--- config.mk ---
export PLATFORM = sky130hd
export DESIGN_NAME = rtfc_bank
export DESIGN_NICKNAME = d
export VERILOG_FILES = /design/src/shared/rtfc_pkg.sv /design/src/hdl/rtfc_byte_reg.sv /design/src/hdl/rtfc_bank.sv
export SDC_FILE = /design/constraint.sdc
export NUM_CORES = 1
export LEC_CHECK = 0
export ABC_AREA = 1
export BUFFER_PORTS_ARGS = -buffer_cell sky130_fd_sc_hd__buf_2
export CAP_MARGIN = 20
export CORE_MARGIN = 2
export CORE_UTILIZATION = 30
export CTS_BUF_LIST = sky130_fd_sc_hd__clkbuf_4
export CTS_CLUSTER_SIZE = 28
export DETAILED_ROUTE_END_ITERATION = 16
export HOLD_SLACK_MARGIN = 0.08
export SLEW_MARGIN = 20
export SYNTH_ARGS = -nofsm -noshare
export SYNTH_HDL_FRONTEND = slang
export SYNTH_SLANG_ARGS = --single-unit
--- constraint.sdc ---
create_clock -name sys_clk_in -period 1.6 [get_ports sys_clk_in]
set_input_delay 0.32 -clock sys_clk_in [delete_from_list [all_inputs] [get_ports sys_clk_in]]
set_output_delay 0.32 -clock sys_clk_in [all_outputs]
set_load 0.03 [all_outputs]
--- src/shared/rtfc_pkg.sv ---
// package: register map, reset values and field layout of the trim/filter bank
// Notes on behaviour
// - amplifier bias trim in bits 6..1, resets to 55; 63 gives highest power
// - oscillator calibration skip field resets to 9 (run); 15 bypasses calibration
// - crystal load trim bits 5..3, resets 4; step of 187.5 fF per code
// - read-only band result bits 7..2 from latest calibration, zero after reset
// - read-only bias result from latest calibration, shares the band result address
// - first-stage decimation bits 1..0: rate 13 MHz / 2^code, resets to 1
// - second-stage decimation bits 4..2: rate first-stage / 2^code, resets to 1
// - post-demod bandwidth byte, code times 15 kHz, resets to 200
// - nine-bit tuning overwrite: low byte, msb at bit 0 next, enable bit 1
// - analog baseband bandwidth bits 3..0, resets to 13, codes 6..15 used
// - band/bias overwrite applies only with skip field 15 and its enable set
package rtfc_pkg;

   // ****************************************
   // register offsets
   // ****************************************
   localparam logic [9:0] ADDR_AMP_BIAS    = 10'h36e;
   localparam logic [9:0] ADDR_CAL_SKIP    = 10'h36f;
   localparam logic [9:0] ADDR_XTAL_LOAD   = 10'h371;
   localparam logic [9:0] ADDR_OSC_RB      = 10'h381;
   localparam logic [9:0] ADDR_RX_DECIM    = 10'h389;
   localparam logic [9:0] ADDR_POST_DEMOD  = 10'h38b;
   localparam logic [9:0] ADDR_TUNE_LOW    = 10'h395;
   localparam logic [9:0] ADDR_TUNE_HIGH   = 10'h396;
   localparam logic [9:0] ADDR_RX_FE       = 10'h39b;

   // ****************************************
   // reset values (whole byte, reserved bits at default)
   // ****************************************
   localparam logic [7:0] RST_AMP_BIAS     = 8'h6f;
   localparam logic [7:0] RST_CAL_SKIP     = 8'h09;
   localparam logic [7:0] RST_XTAL_LOAD    = 8'h20;
   localparam logic [7:0] RST_RX_DECIM     = 8'h05;
   localparam logic [7:0] RST_POST_DEMOD   = 8'hc8;
   localparam logic [7:0] RST_TUNE_LOW     = 8'h00;
   localparam logic [7:0] RST_TUNE_HIGH    = 8'h08;
   localparam logic [7:0] RST_RX_FE        = 8'h1d;
   localparam logic [5:0] RST_OSC_RESULT   = 6'h00;
   localparam logic [7:0] READ_UNMAPPED    = 8'h00;

   // ****************************************
   // field positions and codes
   // ****************************************
   localparam int AMP_BIAS_LSB    = 1;
   localparam int XTAL_LOAD_LSB   = 3;
   localparam int DECIM2_LSB      = 2;
   localparam int TUNE_MSB_BIT    = 0;
   localparam int TUNE_EN_BIT     = 1;
   localparam int LNA_SEL_BIT     = 4;
   localparam int OSC_RB_LSB      = 2;
   localparam logic [3:0] CAL_SKIP_BYPASS = 4'hf;

   // register access request from the control port
   typedef struct packed {
      logic       wr;
      logic       rd;
      logic [9:0] addr;
      logic [7:0] wdata;
   } rtfc_req_s;

   // calibration result handed over by the radio controller
   typedef struct packed {
      logic       done;
      logic [5:0] band;
      logic [5:0] bias;
   } rtfc_cal_s;

   // field values steering the analog and filter sections
   typedef struct packed {
      logic [5:0] amp_bias_trim_code;
      logic [3:0] cal_skip_code;
      logic       cal_bypass;
      logic [2:0] crystal_load_code;
      logic [1:0] first_stage_decimation;
      logic [2:0] second_stage_decimation;
      logic [7:0] post_demod_bw_code;
      logic [8:0] rx_tune_word;
      logic       rx_tune_en;
      logic       lna_sel;
      logic [3:0] analog_baseband_bw_code;
   } rtfc_cfg_s;

endpackage : rtfc_pkg

--- src/hdl/rtfc_byte_reg.sv ---
// one byte-wide read/write register with a parameter reset value
`timescale 1ns/1ns
`default_nettype none
module rtfc_byte_reg
   import rtfc_pkg::*;
#(
   parameter logic [7:0] RESET_VALUE = 8'h00
) (
   input  wire logic       sys_clk_in,
   input  wire logic       sys_rst_in,
   input  wire logic       wr_en_in,
   input  wire logic [7:0] wdata_in,
   output var  logic [7:0] value_out
);

   always_ff @(posedge sys_clk_in) begin
      if (sys_rst_in) begin
         value_out <= RESET_VALUE;
      end else if (wr_en_in) begin
         value_out <= wdata_in;
      end
   end

endmodule : rtfc_byte_reg
`default_nettype wire

--- src/hdl/rtfc_bank.sv ---
// trim and receive filter configuration bank with calibration readback
`timescale 1ns/1ns
`default_nettype none
module rtfc_bank
   import rtfc_pkg::*;
(
   input  wire logic       sys_clk_in,
   input  wire logic       sys_rst_in,
   input  wire rtfc_req_s  req_in,
   output var  logic [7:0] rdata_out,
   output var  logic       rvalid_out,
   input  wire logic       rb_bias_sel_in,
   input  wire rtfc_cal_s  cal_in,
   input  wire logic [5:0] band_ovrw_val_in,
   input  wire logic       band_ovrw_en_in,
   input  wire logic [5:0] bias_ovrw_val_in,
   input  wire logic       bias_ovrw_en_in,
   output var  logic [5:0] osc_band_out,
   output var  logic [5:0] osc_bias_out,
   output var  rtfc_cfg_s  cfg_out
);

   // ****************************************
   // address decode
   // ****************************************
   // decoded once, shared by the write enables and the read select
   wire logic hit_amp_bias   = (req_in.addr == ADDR_AMP_BIAS);
   wire logic hit_cal_skip   = (req_in.addr == ADDR_CAL_SKIP);
   wire logic hit_xtal_load  = (req_in.addr == ADDR_XTAL_LOAD);
   wire logic hit_osc_rb     = (req_in.addr == ADDR_OSC_RB);
   wire logic hit_rx_decim   = (req_in.addr == ADDR_RX_DECIM);
   wire logic hit_post_demod = (req_in.addr == ADDR_POST_DEMOD);
   wire logic hit_tune_low   = (req_in.addr == ADDR_TUNE_LOW);
   wire logic hit_tune_high  = (req_in.addr == ADDR_TUNE_HIGH);
   wire logic hit_rx_fe      = (req_in.addr == ADDR_RX_FE);
   wire logic hit_any        = hit_amp_bias | hit_cal_skip | hit_xtal_load | hit_osc_rb
                             | hit_rx_decim | hit_post_demod | hit_tune_low | hit_tune_high
                             | hit_rx_fe;

   // ****************************************
   // write decode
   // ****************************************
   // the readback offset has no enable, so writes there and to holes are dropped
   wire logic we_amp_bias   = req_in.wr && hit_amp_bias;
   wire logic we_cal_skip   = req_in.wr && hit_cal_skip;
   wire logic we_xtal_load  = req_in.wr && hit_xtal_load;
   wire logic we_rx_decim   = req_in.wr && hit_rx_decim;
   wire logic we_post_demod = req_in.wr && hit_post_demod;
   wire logic we_tune_low   = req_in.wr && hit_tune_low;
   wire logic we_tune_high  = req_in.wr && hit_tune_high;
   wire logic we_rx_fe      = req_in.wr && hit_rx_fe;

   logic [7:0] amp_bias;
   logic [7:0] cal_skip;
   logic [7:0] xtal_load;
   logic [7:0] rx_decim;
   logic [7:0] post_demod;
   logic [7:0] tune_low;
   logic [7:0] tune_high;
   logic [7:0] rx_fe;

   // ****************************************
   // storage; reserved bits are stored as written, software keeps defaults
   // ****************************************
   // a write and a read of one offset in one cycle return the old byte
   rtfc_byte_reg #(.RESET_VALUE(RST_AMP_BIAS)) u_amp_bias (
      .sys_clk_in (sys_clk_in),
      .sys_rst_in (sys_rst_in),
      .wr_en_in   (we_amp_bias),
      .wdata_in   (req_in.wdata),
      .value_out  (amp_bias)
   );
   rtfc_byte_reg #(.RESET_VALUE(RST_CAL_SKIP)) u_cal_skip (
      .sys_clk_in (sys_clk_in),
      .sys_rst_in (sys_rst_in),
      .wr_en_in   (we_cal_skip),
      .wdata_in   (req_in.wdata),
      .value_out  (cal_skip)
   );
   rtfc_byte_reg #(.RESET_VALUE(RST_XTAL_LOAD)) u_xtal_load (
      .sys_clk_in (sys_clk_in),
      .sys_rst_in (sys_rst_in),
      .wr_en_in   (we_xtal_load),
      .wdata_in   (req_in.wdata),
      .value_out  (xtal_load)
   );
   rtfc_byte_reg #(.RESET_VALUE(RST_RX_DECIM)) u_rx_decim (
      .sys_clk_in (sys_clk_in),
      .sys_rst_in (sys_rst_in),
      .wr_en_in   (we_rx_decim),
      .wdata_in   (req_in.wdata),
      .value_out  (rx_decim)
   );
   rtfc_byte_reg #(.RESET_VALUE(RST_POST_DEMOD)) u_post_demod (
      .sys_clk_in (sys_clk_in),
      .sys_rst_in (sys_rst_in),
      .wr_en_in   (we_post_demod),
      .wdata_in   (req_in.wdata),
      .value_out  (post_demod)
   );
   rtfc_byte_reg #(.RESET_VALUE(RST_TUNE_LOW)) u_tune_low (
      .sys_clk_in (sys_clk_in),
      .sys_rst_in (sys_rst_in),
      .wr_en_in   (we_tune_low),
      .wdata_in   (req_in.wdata),
      .value_out  (tune_low)
   );
   rtfc_byte_reg #(.RESET_VALUE(RST_TUNE_HIGH)) u_tune_high (
      .sys_clk_in (sys_clk_in),
      .sys_rst_in (sys_rst_in),
      .wr_en_in   (we_tune_high),
      .wdata_in   (req_in.wdata),
      .value_out  (tune_high)
   );
   rtfc_byte_reg #(.RESET_VALUE(RST_RX_FE)) u_rx_fe (
      .sys_clk_in (sys_clk_in),
      .sys_rst_in (sys_rst_in),
      .wr_en_in   (we_rx_fe),
      .wdata_in   (req_in.wdata),
      .value_out  (rx_fe)
   );

   // ****************************************
   // calibration results
   // ****************************************
   logic [5:0] band_result;
   logic [5:0] bias_result;
   // band and bias move together so a read never mixes two calibrations

   always_ff @(posedge sys_clk_in) begin
      if (sys_rst_in) begin
         band_result <= RST_OSC_RESULT;
         bias_result <= RST_OSC_RESULT;
      end else if (cal_in.done) begin
         band_result <= cal_in.band;
         bias_result <= cal_in.bias;
      end
   end

   // ****************************************
   // field extraction
   // ****************************************
   wire logic cal_bypass = (cal_skip[3:0] == CAL_SKIP_BYPASS);

   // overwrite needs both the bypass code and its own enable
   // it steers the outputs only; the stored results stay readable
   wire logic band_ovrw_active = cal_bypass && band_ovrw_en_in;
   wire logic bias_ovrw_active = cal_bypass && bias_ovrw_en_in;
   wire logic [5:0] next_osc_band = band_ovrw_active ? band_ovrw_val_in : band_result;
   wire logic [5:0] next_osc_bias = bias_ovrw_active ? bias_ovrw_val_in : bias_result;

   rtfc_cfg_s next_cfg;
   // tune word halves act as each byte lands; nothing stages the pair
   assign next_cfg.amp_bias_trim_code      = amp_bias[AMP_BIAS_LSB +: 6];
   assign next_cfg.cal_skip_code           = cal_skip[3:0];
   assign next_cfg.cal_bypass              = cal_bypass;
   assign next_cfg.crystal_load_code       = xtal_load[XTAL_LOAD_LSB +: 3];
   assign next_cfg.first_stage_decimation  = rx_decim[1:0];
   assign next_cfg.second_stage_decimation = rx_decim[DECIM2_LSB +: 3];
   assign next_cfg.post_demod_bw_code      = post_demod;
   assign next_cfg.rx_tune_word            = {tune_high[TUNE_MSB_BIT], tune_low};
   assign next_cfg.rx_tune_en              = tune_high[TUNE_EN_BIT];
   assign next_cfg.lna_sel                 = rx_fe[LNA_SEL_BIT];
   assign next_cfg.analog_baseband_bw_code = rx_fe[3:0];

   // ****************************************
   // read mux
   // ****************************************
   // both readbacks share one address; a side input picks which one answers
   wire logic [5:0] osc_rb_field = rb_bias_sel_in ? bias_result : band_result;

   // one-hot and-or select: no priority chain, a hole reads the unmapped value
   wire logic [7:0] next_rdata = ({8{hit_amp_bias}}   & amp_bias)
                               | ({8{hit_cal_skip}}   & cal_skip)
                               | ({8{hit_xtal_load}}  & xtal_load)
                               | ({8{hit_osc_rb}}     & {osc_rb_field, 2'b00})
                               | ({8{hit_rx_decim}}   & rx_decim)
                               | ({8{hit_post_demod}} & post_demod)
                               | ({8{hit_tune_low}}   & tune_low)
                               | ({8{hit_tune_high}}  & tune_high)
                               | ({8{hit_rx_fe}}      & rx_fe)
                               | ({8{!hit_any}}       & READ_UNMAPPED);

   // ****************************************
   // output registers
   // ****************************************
   // outputs registered so the analog side never sees decode glitches
   // rdata_out holds between reads; the readback select is sampled with rd
   always_ff @(posedge sys_clk_in) begin
      if (sys_rst_in) begin
         rdata_out  <= READ_UNMAPPED;
         rvalid_out <= 1'b0;
      end else begin
         rvalid_out <= req_in.rd;
         if (req_in.rd) begin
            rdata_out <= next_rdata;
         end
      end
   end

   // one edge of delay, as on cfg_out, keeps bypass and overwrite aligned
   always_ff @(posedge sys_clk_in) begin
      if (sys_rst_in) begin
         osc_band_out <= RST_OSC_RESULT;
         osc_bias_out <= RST_OSC_RESULT;
      end else begin
         osc_band_out <= next_osc_band;
         osc_bias_out <= next_osc_bias;
      end
   end

   // zero while reset is held, field defaults one edge after release
   always_ff @(posedge sys_clk_in) begin
      if (sys_rst_in) begin
         cfg_out <= '0;
      end else begin
         cfg_out <= next_cfg;
      end
   end

endmodule : rtfc_bank
`default_nettype wire

Yosys cells after proc, flatten, opt, wreduce, memory -nomap -nowiden --
Cells that the tools add are included.
Cells by class: equal/unequal tests 10, mux-type cells 3, bitwise operators 17, reductions and logical operators 10
Operators by type and width (number):
- == test 10 bit (second input constant) | 9
- AND 8 bit | 9
- bitwise OR 8 bit | 8
- 2-to-1 mux 6 bit | 3
- logical AND 1 bit | 10
- == test 4 bit (second input constant) | 1
Word-level totals: flip-flop bits (word level) 139, logic and storage cells 65

Longest topological paths before layout --
depth after elaboration 10, gate-level depth with buffers 11, mapped depth without buffers 11

By module --
From an unflattened synthesis, not the netlist that was laid out.
Unflattened totals: cells, all modules 863, area, all modules 5831.8 sq um
By module, submodules not included:
- rtfc_bank | instances 1, cells each 491, area an instance 3263.1 sq um, seq. area each 1501.4 sq um
- rtfc_byte_reg (u_tune_high ...) | instances 2, cells each 50, area an instance 339.1 sq um, seq. area each 160.2 sq um
- rtfc_byte_reg (u_cal_skip ...) | instances 2, cells each 47, area an instance 316.6 sq um, seq. area each 160.2 sq um
- rtfc_byte_reg (u_tune_low) | instances 1, cells each 51, area an instance 341.6 sq um, seq. area each 160.2 sq um
- rtfc_byte_reg (u_post_demod) | instances 1, cells each 45, area an instance 310.3 sq um, seq. area each 160.2 sq um
- rtfc_byte_reg (u_rx_fe) | instances 1, cells each 43, area an instance 304.0 sq um, seq. area each 160.2 sq um
- rtfc_byte_reg (u_amp_bias) | instances 1, cells each 39, area an instance 301.5 sq um, seq. area each 160.2 sq um

Worst setup path after synthesis --
No wires, ideal clock.
kind input-to-reg, from input req_in[16] (netlist name), to register u_tune_high.value_out[6], library setup time 0.066 ns, data arrival time 1.251 ns, data required time 1.534 ns, slack 0.283 ns, stages 7, cells stage by stage nand2_2 > nor2_1 > nand2_2 > nor3b_4 > buf_6 > o21ai_2 > a21oi_2
On the way: longest elaborated chain between the ends 2
Ends and longest elaborated chain:
- start, declared | RTL line rtfc_bank.sv:9 | input wire rtfc_req_s req_in,
- == test 10 bit | RTL line rtfc_bank.sv:34 | wire logic hit_tune_high = (req_in.addr == ADDR_TUNE_HIGH);
- logical AND 1 bit | RTL line rtfc_bank.sv:50 | wire logic we_tune_high = req_in.wr && hit_tune_high;
- end signal, assigned | RTL line rtfc_byte_reg.sv:20 | value_out <= wdata_in;
- end, declared | RTL line rtfc_byte_reg.sv:13 | output var logic [7:0] value_out
No other way between the ends. A chain may end at the register's enable or synchronous reset.

Worst setup path in the final report --
from register u_cal_skip.value_out[3], to register osc_bias_out[2]
On the way: longest elaborated chain between the ends 3
Ends and longest elaborated chain:
- start, declared | RTL line rtfc_byte_reg.sv:13
- start signal, assigned | RTL line rtfc_byte_reg.sv:20
- == test 4 bit | RTL line rtfc_bank.sv:143 | wire logic cal_bypass = (cal_skip[3:0] == CAL_SKIP_BYPASS);
- logical AND 1 bit | RTL line rtfc_bank.sv:148 | wire logic bias_ovrw_active = cal_bypass && bias_ovrw_en_in;
- 2-to-1 mux 6 bit | RTL line rtfc_bank.sv:150 | wire logic [5:0] next_osc_bias = bias_ovrw_active ? bias_ovrw_val_in : bias_result;
- end signal, assigned | RTL line rtfc_bank.sv:208 | osc_bias_out <= next_osc_bias;
- end, declared | RTL line rtfc_bank.sv:19 | output var logic [5:0] osc_bias_out,
No other way between the ends.

==> metrics.txt <==
Worst Path Buf+Inv=2; Clock power frac=35.5%; Synth area leader=dfxtp_1; die area=19200 um2; DR top layer=met4; Synth top area share=51.2%; GRT Resource Usage Total=16.5%; final core area utilization=39.5%; Post-Place Setup Slack=-16.4 ps; PwrDens=921 nW/um2; Worst EP required=2070 ps; max-cap viol count=0; Final Cycle Share=90.7%; routed vias=5083; nets@finish=903; CP Depth=6; post-DR wirelength/cell=14.5 um; kind of cell adding the most delay to the critical path=simple AND/OR/NAND/NOR gates; worst min-delay path category=input port to flop; M1 wire length=7250 um; Sw Ratio=27.3%; synth top area cells=dfxtp_1 (51%), nor2_1 (7.3%), o21ai_0 (7.0%), a21oi_1 (6.4%), inv_1 (5.2%); post-synthesis register bit count=139; LEAKAGE=0.00336 uW; Max Fclk=689 MHz; first-pass GRT wire length=25000 um; post-synthesis mux area share=0%; critical path arrival=1920 ps; unrepaired setup endpoints after global routing=no; # IOs=113; count leader, synth=dfxtp_1; final number of setup-violating endpoints=0; synthesized cell area=5440 um2; combinational share of power=9.9%; Clock Skews=18.3 ps; Slew HR=69.0%; Worst-Margin Slew=464 ps; DRC errors left=0; worst-case reg-to-reg path depth=6; crit-path cells=nand4_1 -> inv_1 -> nand2_1 -> inv_1 -> nor2_1 -> nor2_1; EDFF count, synth=0; H-tree depth=4; Final Critical Period=1450 ps; Synthesis Warnings=0; clock-pin slew on the worst setup and hold paths=130 ps; Iteration-0 DRC Markers=343; Met2 Wirelength=7250 um; Crit. End Element=flop; final hold vios=0; # port buffers=112; TritonCTS clock tree=done; ys async rst share=0%; Clock Sinks=139; commonest cells in the netlist=dfxtp_1 (139), nor2_1 (106), inv_1 (76), o21ai_0 (76), nand2_1 (74); outcome=completed; Worst setup endpoint=osc_bias_out[2]; compound-cell area share of the yosys netlist=16.0%; Mapped Nets=746; CORE AREA=17900 um2; reg2reg end=osc_bias_out[2]; CP max stage delay=380 ps; clk buf depth=2; post-route setup slack=149 ps; met3 WL post-DR=1210 um; initial antenna violation count=1; post-synthesis sequential area ratio=51.2%; post-synth cell types=26; peak supply drop=0.000463 V; largest net degree at the start of global routing=82; drt pass-1 iters=7; worst-path maximum fanout=7; Chip Width=139 um; internal cell power=4740 uW; grt total ovfl=0; Fillers=1845; Layout area overhead=30.0%; gpl congestion=0.856; post-DR vias/cell=4.64; crit path kind=flop to flop; main combinational cell family by area after synthesis=simple AND/OR/NAND/NOR gates; Worst Setup SP=u_cal_skip.value_out[3]; sequential power share=54.6%; Critical Path Start Type=flop; hpwl dp=11300 um; # rows=49; Syn Area/Cell=7.81 um2; Main synth FF type=dfxtp_1; final wirelength=15900 um; Psw=1780 uW; number of setup buffers added after CTS=0; Post-Synth Adder-Cell Area=0%; initial core utilization=30.4%; Post-Synth XOR/XNOR Area=0%; layout cells sized above 1=23.3%; Gate Count Post-Synth=696; clock insertion delay at the later pin of the skew report=540 ps; FF-to-FF Start=u_cal_skip.value_out[3]; Antenna Nets Post-Route=0; Die Height=139 um; Final Max Slew Viols=0; CTS buffer count=17; vias in the first global route=4714; r2r setup slk=150 ps; CP max stage cell=dfxtp_1; Root Buffer=clkbuf_4; simple logic cell fraction of the synthesized area=23.7%
-- logic make-up (layout without fill, tap and decap cells) --
kind of cell    after synthesis  after routing
simple gates                271            271
compound gates              166            166
flops                       139            139
buf+inv                     120            290
other cells                   0              1
-- cell usage in the layout (no fill, tap or decap) --
cell type	netlist	final
inv_6	0	3
nand2_2	7	8
buf_4	4	16
clkinv_1	2	3
clkinv_4	0	2
a21oi_2	2	2
bufinv_16	0	2
dfxtp_1	139	139
nor3b_4	1	1
clkbuf_4	0	19
nand4_2	2	2
o21ai_2	1	1
a21oi_1	70	70
inv_2	6	6
clkinv_2	0	1
nand4_1	37	37
clkinvlp_4	0	4
inv_1	76	76
o21ai_1	5	5
buf_2	9	112
o21ai_0	76	76
nor2_1	106	106
buf_12	0	9
nor2_4	9	9
nand3_1	30	30
o211ai_1	12	12
nand3_2	1	1
nand2_1	74	73
dlygate4sd3_1	0	37
nor2_2	3	3
diode_2	0	1
nor3_4	1	1
-- worst reg2reg max path, delay by kind of cell, from the launching register on --
kind / cells / cell delay, ps
DFF: 1 / 380
and+or+nand+nor: 4 / 570
buffers and inverters: 2 / 430
-- how the worst min path moves through the flow --
stage	cells past startpoint	end	start
after floorplan	2	cfg_out[10]	u_tune_low.value_out[4]
final	3	bias_result[1]	cal_in[12]
after detailed placement	2	cfg_out[24]	u_rx_decim.value_out[3]
after global placement	2	cfg_out[39]	u_amp_bias.value_out[4]
after global routing	3	bias_result[1]	cal_in[12]
after CTS	3	bias_result[0]	cal_in[12]
-- layout make-up --
class                   count  area (um2)  area share, %
flip-flops and latches    139        2780           39.4
inverters                  84         315           4.46
clock inverters            13         143           2.02
clock buffers              19         143           2.02
diodes                      1        2.50         0.0354
repair buffers            174        1230           17.4
well taps                 229         287           4.05
multi-input cells         437        2170           30.6
-- through the flow --
stage	hold WS, ps	cell area [um2]	power (uW)	setup TNS, ps	std cells
after floorplan	413	5440	3960	0	696
after global placement	437	6410	4200	-17.8	1026
after detailed placement	435	6410	4200	-34.5	1026
after CTS	81.2	7060	6570	0	1095
after global routing	104	7070	6770	0	1096
final	133	7070	6510	0	1096
-- what timing repair did --
action	CTS	global route
gates resized for setup	0	1
hold buffers	37	0
hold endpoints to repair	37	0
setup endpoints to repair	0	5
-- per-layer routing --
layer,vias to the layer above,global-route usage (%)
met5,-,0
met4,0,4.47
met3,16,5.25
met2,180,25.8
met1,2277,22.2
li1,2610,-
-- power groups by stage --
stage / combinational [uW] / clock (uW) / sequential, uW
2_1_floorplan: 233 / 0 / 3730
3_3_place_gp: 567 / 0 / 3630
3_5_place_dp: 570 / 0 / 3630
4_1_cts: 641 / 2370 / 3560
5_1_grt: 701 / 2510 / 3570
6_report: 644 / 2310 / 3560
-- flip-flops by register name, indices dropped and copies added, names as in the netlist --
name and flops:
cfg_out 42, u_tune_low.value_out 8, band_result 6, u_rx_decim.value_out 8, bias_result 6, u_post_demod.value_out 8
osc_band_out 6, u_tune_high.value_out 8, rdata_out 8, osc_bias_out 6, u_amp_bias.value_out 8, rvalid_out 1
u_xtal_load.value_out 8, u_cal_skip.value_out 8, u_rx_fe.value_out 8
Power figures use the tool's default switching activity.
